**config.mk**
```make
export PLATFORM = sky130hd
export DESIGN_NAME = iox_host
export DESIGN_NICKNAME = d
export VERILOG_FILES = /design/src/iox_pkg.sv /design/src/iox_sync.sv /design/src/iox_host.sv
export VERILOG_INCLUDE_DIRS = /design/src /design/src/src
export SDC_FILE = /design/constraint.sdc
export NUM_CORES = 1
export LEC_CHECK = 0
export ABC_AREA = 1
export BUFFER_PORTS_ARGS = -buffer_cell sky130_fd_sc_hd__buf_2
export CAP_MARGIN = 20
export CORE_ASPECT_RATIO = 1.5
export CORE_UTILIZATION = 55
export DETAILED_ROUTE_END_ITERATION = 16
export PLACE_DENSITY = 0.82
export SYNTH_ARGS = -nofsm -noshare
export SYNTH_HDL_FRONTEND = slang
export SYNTH_SLANG_ARGS = --single-unit
```
**constraint.sdc**
```tcl
create_clock -name clk -period 2.1 [get_ports clk]
set_clock_uncertainty 0.2 [all_clocks]
set_input_delay 0.525 -clock clk [delete_from_list [all_inputs] [get_ports clk]]
set_output_delay 0.525 -clock clk [all_outputs]
set_load 0.005 [all_outputs]
```
**src/iox_cfg.svh**
```systemverilog
/*
 offsets, field positions, reset values and timing counts of the expander bus host.
 assumes a 50 MHz system clock and an 8-bit register address on the software port.
*/
`ifndef IOX_CFG_SVH
`define IOX_CFG_SVH

// software register offsets
`define IOX_OFF_CTRL 8'h00
`define IOX_OFF_ADDR 8'h04
`define IOX_OFF_LEN 8'h08
`define IOX_OFF_WDATA 8'h0C
`define IOX_OFF_RDATA 8'h10
`define IOX_OFF_STAT 8'h14

// control register fields
`define IOX_CTRL_GO 0
`define IOX_CTRL_RD 1
`define IOX_CTRL_SKIP 2
`define IOX_CTRL_ABORT 3
`define IOX_CTRL_PTR_LO 4
`define IOX_CTRL_PTR_HI 6

// status register fields
`define IOX_STAT_BUSY 0
`define IOX_STAT_NACK 1
`define IOX_STAT_INT 2
`define IOX_STAT_IDLE 3
`define IOX_STAT_REFUSED 4

// reset values
`define IOX_RST_ADDR 7'h00
`define IOX_RST_LEN 8'h01
`define IOX_RST_PTR 3'h0

// bus direction bit appended to the slave address
`define IOX_DIR_WRITE 1'b0
`define IOX_DIR_READ 1'b1

// timing
`define IOX_CLK_MHZ 50
`define IOX_SCL_PERIOD_NS 10000
`define IOX_QTR_CYC ((`IOX_SCL_PERIOD_NS * `IOX_CLK_MHZ) / 4000)

`endif

```
**src/iox_pkg.sv**
```systemverilog
/*
 types shared by the expander bus host, its checker and its bench.
 assumes iox_cfg.svh is on the include path.
*/
package iox_pkg;

    typedef logic [7:0] iox_byte_t;
    typedef logic [15:0] iox_word_t;
    typedef logic [6:0] iox_saddr_t;

    typedef enum logic [1:0] {
        IOX_IDLE,
        IOX_START,
        IOX_BIT,
        IOX_STOP
    } iox_state_e;

    typedef enum logic [2:0] {
        IOX_PH_ADDR_W,
        IOX_PH_CMD,
        IOX_PH_WDATA,
        IOX_PH_ADDR_R,
        IOX_PH_RDATA
    } iox_phase_e;

    typedef struct packed {
        iox_state_e st;
        iox_phase_e ph;
        logic [1:0] q;
        logic [15:0] tcnt;
        logic [3:0] bitn;
        iox_byte_t sh;
        iox_byte_t remain;
        logic slot;
        logic ack;
        logic busy;
        logic nack;
        logic refused;
        logic abort;
        logic rd;
        logic skip;
        logic [2:0] ptr;
        iox_saddr_t saddr;
        iox_byte_t len;
        iox_word_t wdata;
        iox_word_t rdata;
        iox_word_t bus_rdata;
        logic scl_o;
        logic scl_oe_n;
        logic sda_o;
        logic sda_oe_n;
    } iox_host_s;

endpackage

```
**src/iox_sync.sv**
```systemverilog
/*
 two-flop synchroniser, one chain per bit.
 assumes inputs come from outside the clk domain.
*/
`timescale 1ns/1ps
module iox_sync #(
    parameter int W = 3
) (
    input wire logic clk,
    input wire logic arst_n,
    input wire logic [W-1:0] d,
    output logic [W-1:0] q
);
    typedef struct packed {
        logic [W-1:0] s1;
        logic [W-1:0] s2;
    } iox_sync_s;

    iox_sync_s s_r;
    iox_sync_s s_nxt;

    always_comb begin
        s_nxt = s_r;
        for (int i = 0; i < W; i++) begin
            s_nxt.s1[i] = d[i];
            s_nxt.s2[i] = s_r.s1[i];
        end
    end

    always_ff @(posedge clk or negedge arst_n) begin
        if (!arst_n) begin
            s_r <= '1;
        end else begin
            s_r <= s_nxt;
        end
    end

    assign q = s_r.s2;
endmodule // iox_sync

```
**src/iox_host.sv**
```systemverilog
/*
 bus host for a 16-bit i2c port expander: software orders a register write or read,
 the block runs start, address, command byte, data bytes and stop on scl/sda.
 assumes open-drain pins resolved outside (low when oe_n is low), pull-ups on both
 lines, and an expander that keeps its own register pointer and pair toggling.
*/
// What the document requires of the bus, the host and the device
// write: address with lsb 0, then command
// device toggles register within pair per byte
// any number of write bytes, alternating pair
// read: command, repeated start, address lsb 1
// device loads transmit data at ack fall
// read bytes alternate between pair registers
// host withholds ack on final read byte
// stop may end transfer at any point
// device pulls interrupt low on input change
// interrupt clears on revert or port read
// output pins never raise the interrupt
// interrupt clearing tracked per 8-bit port
// output-to-input switch may raise interrupt
// sda changes only while scl low
// start is sda falling, scl high
// stop is sda rising, scl high
// nine clocks per byte, transmitter releases ack
// device acknowledges every received byte
// host acknowledges each read byte but last
// acknowledger holds sda low through ack high
// after nack, sda released for stop
// transfer starts only on idle bus
// command byte 0..7 selects register
// configuration bit 1 input, 0 output
// polarity bit 1 inverts input read
// unmatched address gets no ack, ignored
// pointer persists, read may skip command
`timescale 1ns/1ps
`include "iox_cfg.svh"
module iox_host #(
    parameter int QTR_CYC = `IOX_QTR_CYC
) (
    input wire logic clk,
    input wire logic arst_n,
    input wire iox_pkg::iox_byte_t bus_addr,
    input wire iox_pkg::iox_word_t bus_wdata,
    input wire logic bus_wr,
    input wire logic bus_rd,
    output iox_pkg::iox_word_t bus_rdata,
    input wire logic scl_i,
    output logic scl_o,
    output logic scl_oe_n,
    input wire logic sda_i,
    output logic sda_o,
    output logic sda_oe_n,
    input wire logic int_n_i
);
    import iox_pkg::*;

    iox_host_s s_r;
    iox_host_s s_nxt;
    logic [2:0] pins_s;
    logic scl_s;
    logic sda_s;
    logic int_n_s;
    logic tick;
    logic abort_wr;

    iox_sync #(
        .W(3)
    ) u_sync (
        .clk(clk),
        .arst_n(arst_n),
        .d({int_n_i, sda_i, scl_i}),
        .q(pins_s)
    );

    assign scl_s = pins_s[0];
    assign sda_s = pins_s[1];
    assign int_n_s = pins_s[2];

    // byte to send for a transmit phase
    function automatic iox_byte_t tx_byte(input iox_host_s s, input iox_phase_e ph,
                                          input logic slot);
        iox_byte_t b;
        b = 8'h00;
        case (ph)
            IOX_PH_ADDR_W: b = {s.saddr, `IOX_DIR_WRITE};
            IOX_PH_ADDR_R: b = {s.saddr, `IOX_DIR_READ};
            IOX_PH_CMD: b = {5'h00, s.ptr};
            IOX_PH_WDATA: b = slot ? s.wdata[15:8] : s.wdata[7:0];
            default: b = 8'h00;
        endcase
        return b;
    endfunction

    // software read decode
    function automatic iox_word_t reg_read(input iox_host_s s, input iox_byte_t a,
                                           input logic int_n, input logic idle);
        iox_word_t v;
        v = 16'h0000;
        case (a)
            `IOX_OFF_CTRL: begin
                v[`IOX_CTRL_RD] = s.rd;
                v[`IOX_CTRL_SKIP] = s.skip;
                v[`IOX_CTRL_ABORT] = s.abort;
                v[`IOX_CTRL_PTR_HI:`IOX_CTRL_PTR_LO] = s.ptr;
            end
            `IOX_OFF_ADDR: v = {9'h000, s.saddr};
            `IOX_OFF_LEN: v = {8'h00, s.len};
            `IOX_OFF_WDATA: v = s.wdata;
            `IOX_OFF_RDATA: v = s.rdata;
            `IOX_OFF_STAT: begin
                v[`IOX_STAT_BUSY] = s.busy;
                v[`IOX_STAT_NACK] = s.nack;
                v[`IOX_STAT_INT] = ~int_n;
                v[`IOX_STAT_IDLE] = idle;
                v[`IOX_STAT_REFUSED] = s.refused;
            end
            default: v = 16'h0000;
        endcase
        return v;
    endfunction

    assign tick = (s_r.st != IOX_IDLE) && (s_r.tcnt == 16'(QTR_CYC - 1));
    assign abort_wr = bus_wr && (bus_addr == `IOX_OFF_CTRL) && bus_wdata[`IOX_CTRL_ABORT];

    always_comb begin
        s_nxt = s_r;

        // software port
        if (bus_rd) begin
            s_nxt.bus_rdata = reg_read(s_r, bus_addr, int_n_s, scl_s & sda_s);
        end
        if (bus_wr) begin
            case (bus_addr)
                `IOX_OFF_CTRL: begin
                    if (s_r.busy) begin
                        if (bus_wdata[`IOX_CTRL_ABORT]) begin
                            s_nxt.abort = 1'b1;
                        end
                    end else begin
                        s_nxt.rd = bus_wdata[`IOX_CTRL_RD];
                        s_nxt.skip = bus_wdata[`IOX_CTRL_SKIP];
                        s_nxt.ptr = bus_wdata[`IOX_CTRL_PTR_HI:`IOX_CTRL_PTR_LO];
                        if (bus_wdata[`IOX_CTRL_GO]) begin
                            if (scl_s && sda_s) begin
                                s_nxt.busy = 1'b1;
                                s_nxt.nack = 1'b0;
                                s_nxt.refused = 1'b0;
                                s_nxt.abort = 1'b0;
                                s_nxt.slot = 1'b0;
                                s_nxt.remain = s_r.len;
                                if (bus_wdata[`IOX_CTRL_RD] && s_r.len == 8'h00) begin
                                    s_nxt.remain = 8'h01;
                                end
                                s_nxt.st = IOX_START;
                                s_nxt.q = 2'h0;
                                s_nxt.tcnt = 16'h0000;
                                // pointer kept in the device; skip the command byte
                                if (bus_wdata[`IOX_CTRL_RD] && bus_wdata[`IOX_CTRL_SKIP]) begin
                                    s_nxt.ph = IOX_PH_ADDR_R;
                                end else begin
                                    s_nxt.ph = IOX_PH_ADDR_W;
                                end
                            end else begin
                                s_nxt.refused = 1'b1;
                            end
                        end
                    end
                end
                `IOX_OFF_ADDR: begin
                    if (!s_r.busy) begin
                        s_nxt.saddr = bus_wdata[6:0];
                    end
                end
                `IOX_OFF_LEN: begin
                    if (!s_r.busy) begin
                        s_nxt.len = bus_wdata[7:0];
                    end
                end
                `IOX_OFF_WDATA: begin
                    if (!s_r.busy) begin
                        s_nxt.wdata = bus_wdata;
                    end
                end
                default: ;
            endcase
        end

        // quarter-bit timer
        if (s_r.st != IOX_IDLE) begin
            if (tick) begin
                s_nxt.tcnt = 16'h0000;
            end else begin
                s_nxt.tcnt = s_r.tcnt + 16'h0001;
            end
        end

        if (tick) begin
            s_nxt.q = s_r.q + 2'h1;
            case (s_r.st)
                IOX_START: begin
                    case (s_r.q)
                        2'h0: s_nxt.sda_oe_n = 1'b1;
                        2'h1: s_nxt.scl_oe_n = 1'b1;
                        2'h2: s_nxt.sda_oe_n = 1'b0;
                        default: begin
                            s_nxt.scl_oe_n = 1'b0;
                            s_nxt.st = IOX_BIT;
                            s_nxt.bitn = 4'h0;
                            s_nxt.sh = tx_byte(s_r, s_r.ph, s_r.slot);
                        end
                    endcase
                end
                IOX_BIT: begin
                    case (s_r.q)
                        2'h0: begin
                            // scl is low here, so sda may move
                            if (s_r.bitn == 4'h8) begin
                                if (s_r.ph == IOX_PH_RDATA) begin
                                    s_nxt.sda_oe_n = (s_r.remain == 8'h01) ||
                                        s_r.abort;
                                end else begin
                                    s_nxt.sda_oe_n = 1'b1;
                                end
                            end else if (s_r.ph == IOX_PH_RDATA) begin
                                s_nxt.sda_oe_n = 1'b1;
                            end else begin
                                s_nxt.sda_oe_n = s_r.sh[7];
                            end
                        end
                        2'h1: s_nxt.scl_oe_n = 1'b1;
                        2'h2: begin
                            if (s_r.bitn == 4'h8) begin
                                s_nxt.ack = ~sda_s;
                            end else begin
                                s_nxt.sh = {s_r.sh[6:0], sda_s};
                            end
                        end
                        default: begin
                            s_nxt.scl_oe_n = 1'b0;
                            if (s_r.bitn != 4'h8) begin
                                s_nxt.bitn = s_r.bitn + 4'h1;
                            end else begin
                                s_nxt.bitn = 4'h0;
                                case (s_r.ph)
                                    IOX_PH_ADDR_W: begin
                                        if (!s_r.ack) begin
                                            s_nxt.nack = 1'b1;
                                            s_nxt.st = IOX_STOP;
                                        end else begin
                                            s_nxt.ph = IOX_PH_CMD;
                                            s_nxt.sh = tx_byte(s_r, IOX_PH_CMD, s_r.slot);
                                        end
                                    end
                                    IOX_PH_CMD: begin
                                        if (!s_r.ack) begin
                                            s_nxt.nack = 1'b1;
                                            s_nxt.st = IOX_STOP;
                                        end else if (s_r.rd) begin
                                            s_nxt.st = IOX_START;
                                            s_nxt.ph = IOX_PH_ADDR_R;
                                        end else if (s_r.remain == 8'h00) begin
                                            s_nxt.st = IOX_STOP;
                                        end else begin
                                            s_nxt.ph = IOX_PH_WDATA;
                                            s_nxt.sh = tx_byte(s_r, IOX_PH_WDATA, s_r.slot);
                                        end
                                    end
                                    IOX_PH_WDATA: begin
                                        s_nxt.slot = ~s_r.slot;
                                        s_nxt.remain = s_r.remain - 8'h01;
                                        if (!s_r.ack) begin
                                            s_nxt.nack = 1'b1;
                                            s_nxt.st = IOX_STOP;
                                        end else if (s_r.remain == 8'h01) begin
                                            s_nxt.st = IOX_STOP;
                                        end else begin
                                            s_nxt.sh = tx_byte(s_r, IOX_PH_WDATA, ~s_r.slot);
                                        end
                                    end
                                    IOX_PH_ADDR_R: begin
                                        if (!s_r.ack) begin
                                            s_nxt.nack = 1'b1;
                                            s_nxt.st = IOX_STOP;
                                        end else begin
                                            s_nxt.ph = IOX_PH_RDATA;
                                        end
                                    end
                                    default: begin
                                        // byte was loaded by the device at the last ack
                                        if (s_r.slot) begin
                                            s_nxt.rdata[15:8] = s_r.sh;
                                        end else begin
                                            s_nxt.rdata[7:0] = s_r.sh;
                                        end
                                        s_nxt.slot = ~s_r.slot;
                                        s_nxt.remain = s_r.remain - 8'h01;
                                        if (s_r.remain == 8'h01) begin
                                            s_nxt.st = IOX_STOP;
                                        end
                                    end
                                endcase
                                // an aborted read must nack first, else the device holds sda
                                if (s_r.abort && s_r.ph != IOX_PH_ADDR_R &&
                                        (s_r.ph != IOX_PH_RDATA || s_r.sda_oe_n)) begin
                                    s_nxt.st = IOX_STOP;
                                end
                            end
                        end
                    endcase
                end
                IOX_STOP: begin
                    case (s_r.q)
                        2'h0: s_nxt.sda_oe_n = 1'b0;
                        2'h1: s_nxt.scl_oe_n = 1'b1;
                        2'h2: s_nxt.sda_oe_n = 1'b1;
                        default: begin
                            s_nxt.st = IOX_IDLE;
                            s_nxt.busy = 1'b0;
                            s_nxt.abort = abort_wr;
                        end
                    endcase
                end
                default: ;
            endcase
        end
    end

    always_ff @(posedge clk or negedge arst_n) begin
        if (!arst_n) begin
            s_r <= '0;
            s_r.scl_oe_n <= 1'b1;
            s_r.sda_oe_n <= 1'b1;
            s_r.saddr <= `IOX_RST_ADDR;
            s_r.len <= `IOX_RST_LEN;
            s_r.ptr <= `IOX_RST_PTR;
        end else begin
            s_r <= s_nxt;
        end
    end

    assign bus_rdata = s_r.bus_rdata;
    assign scl_o = s_r.scl_o;
    assign scl_oe_n = s_r.scl_oe_n;
    assign sda_o = s_r.sda_o;
    assign sda_oe_n = s_r.sda_oe_n;
endmodule // iox_host

```
==> results of run 1 <==
## sequential cells by signal, indices dropped and copies added, names as in the netlist
| name | cells |
|---|---|
| s_r | 101 |
| bus_rdata | 16 |
| u_sync.q | 3 |
| u_sync.s_nxt | 3 |
| scl_oe_n | 1 |
| sda_oe_n | 1 |
## cell usage in the layout (no fill, tap or decap), drive strengths merged, types with 2 or more instances in the layout
master       count
dlygate4sd3      4
clkinv           3
a21oi           29
o22ai           15
nor3            16
dfstp            9
a31oi            3
buf            139
bufinv           2
clkbuf          19
o31ai            4
nor2            77
nand4           12
ha              15
dfrtp          116
o211ai           7
o211a            3
xor2            11
nand2          261
o21a             2
a211oi           3
o21ai          130
inv            148
conb             2
nand3           56
nor4             2
a22oi            2
## worst min path at each step
| stage | from | endpoint | slack [ns] | depth (start not counted) |
|---|---|---|---|---|
| 3_5_place_dp | u_sync.s_nxt[2] | u_sync.q[2] | 0.15 | 0 |
| 3_3_place_gp | u_sync.s_nxt[2] | u_sync.q[2] | 0.15 | 0 |
| 2_1_floorplan | arst_n | bus_rdata[0] | 0.03 | 0 |
| 6_report | bus_wdata[14] | s_r[50] | 0.15 | 3 |
| 4_1_cts | bus_wdata[14] | s_r[50] | 0.15 | 3 |
| 5_1_grt | bus_wdata[14] | s_r[50] | 0.16 | 3 |
## layout make-up
| type | instances | area, sq um |
|---|---|---|
| Clock buffer | 18 | 439.2 |
| Timing Repair Buffer | 144 | 1095 |
| Sequential cell | 125 | 3139 |
| Multi-Input combinational cell | 658 | 3423 |
| Inverter | 140 | 535.5 |
| Fill cell | 919 | 3578 |
| Tap cell | 156 | 195.2 |
| Clock inverter | 14 | 168.9 |
## cell usage after synthesis (4+ instances only)
master / n
a21oi_1: 29
buf_2: 7
buf_4: 20
clkbuf_1: 13
dfrtp_1: 116
dfstp_2: 9
ha_1: 15
inv_1: 133
inv_2: 6
nand2_1: 259
nand3_1: 51
nand3_2: 4
nand4_1: 10
nor2_1: 71
nor3_1: 13
o211ai_1: 6
o21ai_0: 116
o21ai_1: 13
o22ai_1: 15
o31ai_1: 4
xor2_1: 11
## power by group through the flow
stage / combinational, mW / clock, mW / sequential [mW]
floorplan: 0.123 / 0 / 2.54
global placement: 0.255 / 0 / 2.56
detailed placement: 0.260 / 0 / 2.56
CTS: 0.269 / 3.05 / 2.52
global route: 0.308 / 3.14 / 2.52
finish: 0.272 / 3.04 / 2.52
## worst max-delay path: stages, from the launching register on
cell and delay (ns):
dfrtp_1 0.37, inv_1 0.07, ha_2 0.17, nand2_2 0.06
nor2_4 0.12, inv_2 0.06, nor2_4 0.11, inv_2 0.07
nor2_4 0.21, buf_6 0.14, nand4_4 0.20, o21ai_2 0.21
inv_1 0.06
## timing repair
| action | in CTS | in global routing |
|---|---|---|
| endpoints found under the hold margin | 21 | 0 |
| gates resized for setup | 0 | 57 |
| setup endpoints to repair | 0 | 37 |
| hold buffers | 4 | 0 |
| buffers inserted | 0 | 16 |
## cells by family after synthesis
group           synth area share [%]
simple gates                   25.59
compound gates                 15.54
buf+inv                        10.96
flops                          43.77
fa+ha+maj                      2.617
xor+xnor                       1.465
other cells                  0.05229
## layer usage
metal	global-route usage, %	wire, um	up-vias
met3	6.377	1494	123
met1	35.41	7715	3303
met4	17.70	1403	0
met2	54.74	10880	401
li1	-	-	3350
met5	0	0	-
==> impl_metrics.toml, run 1 <==
[yosys]
yosysSeqAreaShare_pct = 43.77
ys_seq_elements = 125
synthDistinctLibCells = 49
yosys_warnings = 0
synth_area_leaders = "dfrtp_1 (40%), nand2_1 (14%), o21ai_0 (8.1%)"
synthesis.area_sq_mm = 0.007172
yosys.area.top_type_share_pct = 40.47
synth_edf_count = 0
yosysTopAreaCell = "dfrtp_1"
yosys_most_used_dff = "dfrtp_1"
synth.avg_cell_area_sq_um = 7.447
synthArstFlopShare_pct = 100.0
netlist_instances = 963

[critical_path]
cp.required_ns = 2.21
end_kind = "flip-flop"
cp-startpoint = "s_r[95]"
critPathKind = "reg -> reg"
r2r_end = "s_r[23]"
reg2reg_depth = 12
critPathLaunchType = "flip-flop"
crit_arrival_ns = 2.27
reg2reg_setup_slack_ns = -0.06
timing.rr.start = "s_r[95]"
crit_end = "s_r[23]"
cp_max_fo = 8

[power_and_ir_drop]
ir_drop_uv = 616.4
pwr-share-clk_pct = 52.1
totalPowerFinal_mw = 5.834
p_switching_mw = 1.444
seqPwrFrac_pct = 43.2
powerDensity_mw_per_mm2 = 648.5
power.leakage_nw = 4.533
combinationalPowerShare_pct = 4.7
intPower_mw = 4.391
switching_share_pct = 24.74

[routing]
ant_nets = 0
routed_wl_mm = 21.50
vias = 7177
firstDrtPassIters = 8
drc = 0
drtIter0Drc = 874
routedWlPerCell_um = 17.13
viasPerCell = 5.719

[final_layout]
fin_nets = 1132
drive_gt1_share_pct = 22.20
fin_area_sq_mm = 0.008996
final-instance-count-excl-fill = 1255
area_delta_synth_final_pct = 25.44
antenna_cells = 0
final_core_util_pct = 71.54

[clock_tree]
cts.clk_slew.worst_paths_ns = 0.06
cts_sinks = 125
cts_buffer_depth = 2
htree_levels = 4
cts_root_buffer = "clkbuf_16"
cts_tree = "done"
cts_buffers = 17
clock_latency_ns = 0.43

[timing]
timing.hold.ws_ns = 0.1497
hold_viol = 0
rsz0062_at_grt = "true"
min_period_over_period_pct = 102.9
fmax_ghz = 0.4627
setup_slack_ns = -0.06107
slew_headroom_pct = 58.75
slew_violations = 0
finalSetupTns_ns = -0.6338
tightest_slew_ns = 0.6181
setup-violations-final = 16
fin_crit_ns = 2.161

[die]
die_h_um = 141.9
io_pins = 51
fp.dieW_um = 95.24
initial_core_util_pct = 57.03
floorplan.core_area_sq_mm = 0.01257
num_rows = 50
die_area_sq_mm = 0.01351

[global_routing]
antenna_found_initial = 0
grt_pass1_wl_mm = 32.29
grt_max_degree = 37
track_usage_pct = 31.59
grt_pass1_vias = 6788
gr-total-overflow = 0

[placed_design]
dp_cells = 1200
dp_hpwl_mm = 14.93
dpl_cell_area_sq_mm = 0.008004
dp_slack_ns = -0.03081
port-buffer-count = 48
gp_congestion = 0.9350

[flow_run]
maxCapViolations = 0

[run_status]
status = "finished with violations"
violations = "negative setup slack"

[worst_hold_path]
hold_path_class = "in -> reg"
(Power assumes the default switching activity.)
==> inputs of run 2 (changes only) <==
--- a/config.mk
+++ b/config.mk
@@ -6,7 +6,6 @@
 export SDC_FILE = /design/constraint.sdc
 export NUM_CORES = 1
 export LEC_CHECK = 0
-export ABC_AREA = 1
 export BUFFER_PORTS_ARGS = -buffer_cell sky130_fd_sc_hd__buf_2
 export CAP_MARGIN = 20
 export CORE_ASPECT_RATIO = 1.5
==> run 2 against run 1 <==
Net effect:
- the flow still finishes with violations (negative setup slack)
- die area fell by 3.0%
- maximum frequency fell by 27%
- critical path type unchanged
- combinational power rose by 27%
- worst hold slack got worse by 0.021 ns
- synthesized cell count fell by 29%
- non-clock buffer count rose by 81
- utilization rose by 12 points
- largest power group unchanged
- register-to-register slack got worse by 0.81 ns
- clock-buffer cell count rose by 1
- first-iteration DRC count rose by 12%
- sequential power barely moved
==> impl_metrics.toml, run 2 <==
[final_layout]
fin_nets = 929
drive_gt1_share_pct = 52.01
final_cell_mix = "buf_4 (135), dfrtp_1 (114), nand2_1 (46), buf_2 (46), nor2_1 (35)"
final_core_util_pct = 83.28
regMostFlops = "s_r"
fin_area_sq_mm = 0.01011
area_delta_synth_final_pct = 45.43
fillerInstances = 564
largest_reg_flops = 101
final_common_cell = "buf_4"

[die]
initial_core_util_pct = 57.27
die_area_sq_mm = 0.01310
fp.dieW_um = 93.80
num_rows = 49
io_pins = 51
floorplan.core_area_sq_mm = 0.01214
die_h_um = 139.7

[run_status]
violations = "negative setup slack"
status = "finished with violations"

[routing]
routed_wl_mm = 28.55
drc = 0
routedWlPerCell_um = 27.13
viasPerCell = 6.971
vias = 7334
firstDrtPassIters = 5
drtIter0Drc = 977
ant_nets = 0

[yosys]
synth_edf_count = 0
synthDistinctLibCells = 72
ys_seq_elements = 125
synthArstFlopShare_pct = 100.0
yosys.area.top_type_share_pct = 41.76
synth_common_cells = "dfrtp_1 (116), mux2_2 (60), nand2_1 (54), nor2_1 (48), o21ai_0 (48)"
netlist_instances = 685
synth_area_leaders = "dfrtp_1 (42%), mux2_2 (9.7%), o21ai_0 (3.5%)"
yosys.cell_count.top_type = "dfrtp_1"
yosys_warnings = 0
synthesis.area_sq_mm = 0.006952
yosysTopAreaCell = "dfrtp_1"
yosysSeqAreaShare_pct = 45.16
yosys_most_used_dff = "dfrtp_1"
synth.avg_cell_area_sq_um = 10.15

[clock_tree]
cts_tree = "done"
cts.clk_slew.worst_paths_ns = 0.06
cts_buffers = 17
cts_root_buffer = "clkbuf_16"
htree_levels = 4
cts_sinks = 125
clock_latency_ns = 0.43
cts_buffer_depth = 2

[global_routing]
track_usage_pct = 40.04
antenna_found_initial = 4
gr-total-overflow = 0
grt_pass1_wl_mm = 39.19
grt_pass1_vias = 7336
grt_max_degree = 84

[timing]
slew_headroom_pct = 28.27
hold_viol = 0
slew_violations = 0
min_period_over_period_pct = 141.5
setup_slack_ns = -0.8716
fin_crit_ns = 2.972
rsz0062_at_grt = "true"
tightest_slew_ns = 1.067
setup-violations-final = 87
timing.hold.ws_ns = 0.1292
finalSetupTns_ns = -25.33
fmax_ghz = 0.3365

[worst_hold_path]
hold_path_class = "in -> reg"

[power_and_ir_drop]
power.leakage_nw = 4.658
totalPowerFinal_mw = 5.828
powerDensity_mw_per_mm2 = 576.5
ir_drop_uv = 567.1

[critical_path]
crit_chain = "inv_2, ha_4, nor3b_4, a31oi_1, or3_1, o211a_1, o311ai_4, buf_12, mux2_4"
critPathTopFamily = "compound AO/OA/AOI/OAI gates"
cp_max_fo = 8
max_stage_delay_ns = 0.47
critPathBufInv = 2
end_kind = "flip-flop"
crit_slowest_cell = "or3_1"
cp.required_ns = 2.21
critPathLaunchType = "flip-flop"
crit_arrival_ns = 3.08
critPathKind = "reg -> reg"

[placed_design]
dp_hpwl_mm = 15.10
gp_congestion = 1.037
port-buffer-count = 48
dpl_cell_area_sq_mm = 0.008372

[flow_run]
maxCapViolations = 0
## run 2: power breakdown
group          switching, mW  leakage (nW)  internal [mW]
clock network           1.19         0.282           1.75
registers             0.0727          1.64           2.47
logic                  0.199          2.74          0.146
total                   1.46          4.66           4.37
## run 2: final cells by class
cell class | count | area, sq um | share of cell area [%]
Tap cell | 153 | 191.4 | 1.894
Timing Repair Buffer | 225 | 1834 | 18.14
Multi-Input combinational cell | 482 | 4238 | 41.92
Antenna cell | 3 | 7.507 | 0.07426
Sequential cell | 125 | 3142 | 31.08
Clock buffer | 19 | 432.9 | 4.282
Inverter | 32 | 120.1 | 1.188
Clock inverter | 13 | 143.9 | 1.423
## run 2: what timing repair did
item	4_1_cts	5_1_grt
setup buffers	28	23
endpoints found under the hold margin	79	0
gates resized for setup	122	81
pin swaps	36	37
setup endpoints to repair	75	108
cloned	4	1
hold buffers	4	0
## run 2: per-layer routing
| layer | track usage (%) | vias up | wire [um] |
|---|---|---|---|
| li1 | - | 2914 | - |
| met2 | 67.61 | 633 | 14150 |
| met1 | 40.73 | 3538 | 8950 |
| met4 | 34.09 | 0 | 2783 |
| met3 | 9.290 | 249 | 2663 |
| met5 | 0 | - | 0 |
## run 2: logic make-up after synthesis
kind of cell | count (synthesis) | synth area share (%)
simple gates | 209 | 16.79
flops | 125 | 45.16
fa+ha+maj | 15 | 2.700
other cells | 1 | 0.05394
compound gates | 173 | 16.45
buf+inv | 80 | 5.633
mux | 79 | 12.83
xor+xnor | 3 | 0.3780
## run 2: worst register-to-register path, delay by kind of cell, from the launching register on
kind | cells | cell delay (ns)
buffers and inverters | 2 | 0.28
DFF | 1 | 0.40
and+or+nand+nor | 2 | 0.71
muxes | 1 | 0.32
adders and majority gates | 1 | 0.14
AOI/OAI and AO/OA | 3 | 0.82
## run 2: worst paths after layout
kind	start	slack, ns	endpoint	depth (start not counted)
setup / recovery	s_r[79]	-0.87	s_r[90]	9
hold / removal	bus_wdata[12]	0.13	s_r[48]	2
setup reg to reg	s_r[79]	-0.87	s_r[90]	9
hold reg to reg	u_sync.s_nxt[0]	0.16	u_sync.q[0]	0
max in group asynchronous	arst_n	0.71	s_r[110]	3
min in group asynchronous	arst_n	0.46	s_r[102]	3
## run 2: through the flow
stage,setup WS (ns),cells
floorplan,-0.4127,686
CTS,-0.4501,1037
global placement,-0.4232,971
global route,-1.026,1050
finish,-0.8716,1052
detailed placement,-0.4725,971
==> inputs of run 3 (changes only) <==
--- a/config.mk
+++ b/config.mk
@@ -12,6 +12,8 @@
 export CORE_UTILIZATION = 55
 export DETAILED_ROUTE_END_ITERATION = 16
 export PLACE_DENSITY = 0.82
+export SKIP_CTS_REPAIR_TIMING = 1
+export SLEW_MARGIN = 20
 export SYNTH_ARGS = -nofsm -noshare
 export SYNTH_HDL_FRONTEND = slang
 export SYNTH_SLANG_ARGS = --single-unit
==> constraint.sdc (replaced) <==
create_clock -name clk -period 2.1 [get_ports clk]
set_clock_uncertainty 0.2 [all_clocks]
set_input_delay 0.525 -clock clk [delete_from_list [all_inputs] [get_ports clk]]
set_output_delay 0.525 -clock clk [all_outputs]
set_load 0.01 [all_outputs]
==> run 3 against run 2 <==
Net effect:
- the flow still finishes with violations (negative setup slack)
- register-to-register slack better by 0.24 ns
- first-iteration DRC count down 34%
- design area fell by 1.9%
- non-clock buffer count is 9 lower
- via count is 3.7% lower
- sequential power barely moved
- sequential cell count stayed put
- sequential share of layout area increased by 0.59 points
- worst hold slack worse by 0.13 ns
- clock power hardly changed
- critical path type unchanged
- critical endpoint unchanged
- largest cell class unchanged
- largest power group unchanged
==> impl_metrics.toml, run 3 (synthesized netlist as in run 2, its figures left out) <==
[worst_hold_path]
min_delay_path_depth = 1
hold_path_class = "in -> reg"

[global_routing]
grtUsageMet1_pct = 36.25
gr-usage-met3_pct = 5.301
gr-total-overflow = 0
grt_max_degree = 84
track_usage_pct = 33.96
antenna_found_initial = 0
grt_pass1_vias = 6615
grt_pass1_wl_mm = 33.93
top_usage_layer = "met2"
met2_usage_pct = 59.24

[placed_design]
dp_hpwl_mm = 15.10
gp_congestion = 1.037
port-buffer-count = 48
dpl_cell_area_sq_mm = 0.008372

[power_and_ir_drop]
switching_share_pct = 24.73
power.leakage_nw = 4.533
p_switching_mw = 1.435
combinationalPowerShare_pct = 6.0
seqPwrFrac_pct = 43.8
ir_drop_uv = 578.8
powerDensity_mw_per_mm2 = 585.2
pwr-share-clk_pct = 50.2
intPower_mw = 4.368

[run_status]
violations = "negative setup slack"
status = "finished with violations"

[routing]
firstDrtPassIters = 7
viasPerCell = 6.788
drtIter0Drc = 645
routedWlPerCell_um = 25.05
drc = 0
routed_wl_mm = 26.05
vias = 7060
ant_nets = 0

[critical_path]
end_kind = "flip-flop"
cp_max_fo = 8
critPathTopFamily = "compound AO/OA/AOI/OAI gates"
critPathLaunchType = "flip-flop"
cp.required_ns = 2.20
crit_arrival_ns = 2.83
critPathBufInv = 2
reg2reg_depth = 9
crit_chain = "inv_2, ha_4, nor3b_4, a31oi_1, or3_4, o211a_1, o311ai_4, buf_12, mux2_4"
crit_slowest_cell = "dfrtp_1"
cp.depth = 9
critPathKind = "reg -> reg"
max_stage_delay_ns = 0.40

[final_layout]
area_delta_synth_final_pct = 42.66
fin_area_sq_mm = 0.009917
fillerInstances = 587
final_common_cell = "buf_4"
largest_reg_flops = 101
fin_nets = 920
drive_gt1_share_pct = 48.03
regMostFlops = "s_r"
final_cell_mix = "buf_4 (126), dfrtp_1 (115), nand2_1 (46), buf_2 (46), nor2_1 (39)"
antenna_cells = 0

[die]
io_pins = 51
die_h_um = 139.7
fp.dieW_um = 93.80
floorplan.core_area_sq_mm = 0.01214
num_rows = 49
die_area_sq_mm = 0.01310
initial_core_util_pct = 57.27

[timing]
setup-violations-final = 103
fin_crit_ns = 2.728
fmax_ghz = 0.3665
min_period_over_period_pct = 129.9
hold_viol = 0
slew_violations = 0
tightest_slew_ns = 0.9078
slew_headroom_pct = 38.97
timing.hold.ws_ns = 0.0009482
rsz0062_at_grt = "true"
setup_slack_ns = -0.6283

[clock_tree]
clock_latency_ns = 0.42
cts_buffers = 17
cts.clk_slew.worst_paths_ns = 0.06
htree_levels = 4
cts_buffer_depth = 2
cts_sinks = 125
cts_root_buffer = "clkbuf_16"
cts_tree = "done"

[flow_run]
maxCapViolations = 0
-- run 3: final timing paths --
check / startpoint / end / slack, ns
worst max-delay path: s_r[79] / s_r[90] / -0.63
worst min-delay path: sda_i / u_sync.s_nxt[1] / 0.0009
worst max register to register: s_r[79] / s_r[90] / -0.63
worst min register to register: u_sync.s_nxt[0] / u_sync.q[0] / 0.16
max in group asynchronous: arst_n / bus_rdata[11] / 0.73
min in group asynchronous: arst_n / s_r[104] / 0.45
-- run 3: cell type report --
| type | count | area, sq um | area share, % |
|---|---|---|---|
| sequential | 125 | 3141 | 31.67 |
| timing repair buffer | 216 | 1815 | 18.31 |
| clock buffer | 19 | 432.9 | 4.365 |
| inverter | 32 | 120.1 | 1.211 |
| multi-input combinational | 482 | 4073 | 41.07 |
| tap | 153 | 191.4 | 1.930 |
| clock inverter | 13 | 143.9 | 1.451 |
-- run 3: layer usage --
metal / vias to the layer above / part of all wire (%) / routed length [um]
met1: 3423 / 31 / 8202
li1: 2899 / - / -
met3: 199 / 8.0 / 2082
met4: 0 / 9.4 / 2448
met5: - / 0 / 0
met2: 539 / 51 / 13320
-- run 3: stage by stage --
stage / cells / setup slack, ns / setup TNS (ns) / utilization, % / total power [mW]
after CTS: 1003 / -0.5018 / -16.76 / 73.72 / 5.764
after global placement: 971 / -0.4232 / -36.58 / 68.97 / 2.870
after detailed placement: 971 / -0.4725 / -40.46 / 68.97 / 2.884
final: 1040 / -0.6283 / -25.94 / 81.69 / 5.803
after floorplan: 686 / -0.4127 / -21.31 / - / 2.695
after global routing: 1040 / -0.6593 / -31.28 / 81.69 / 5.949
-- run 3: power by group through the flow --
stage / combinational [mW] / sequential, mW / clock (mW)
floorplan: 0.149 / 2.55 / 0
global placement: 0.301 / 2.57 / 0
detailed placement: 0.311 / 2.57 / 0
CTS: 0.315 / 2.53 / 2.92
global route: 0.377 / 2.54 / 3.03
finish: 0.349 / 2.54 / 2.91
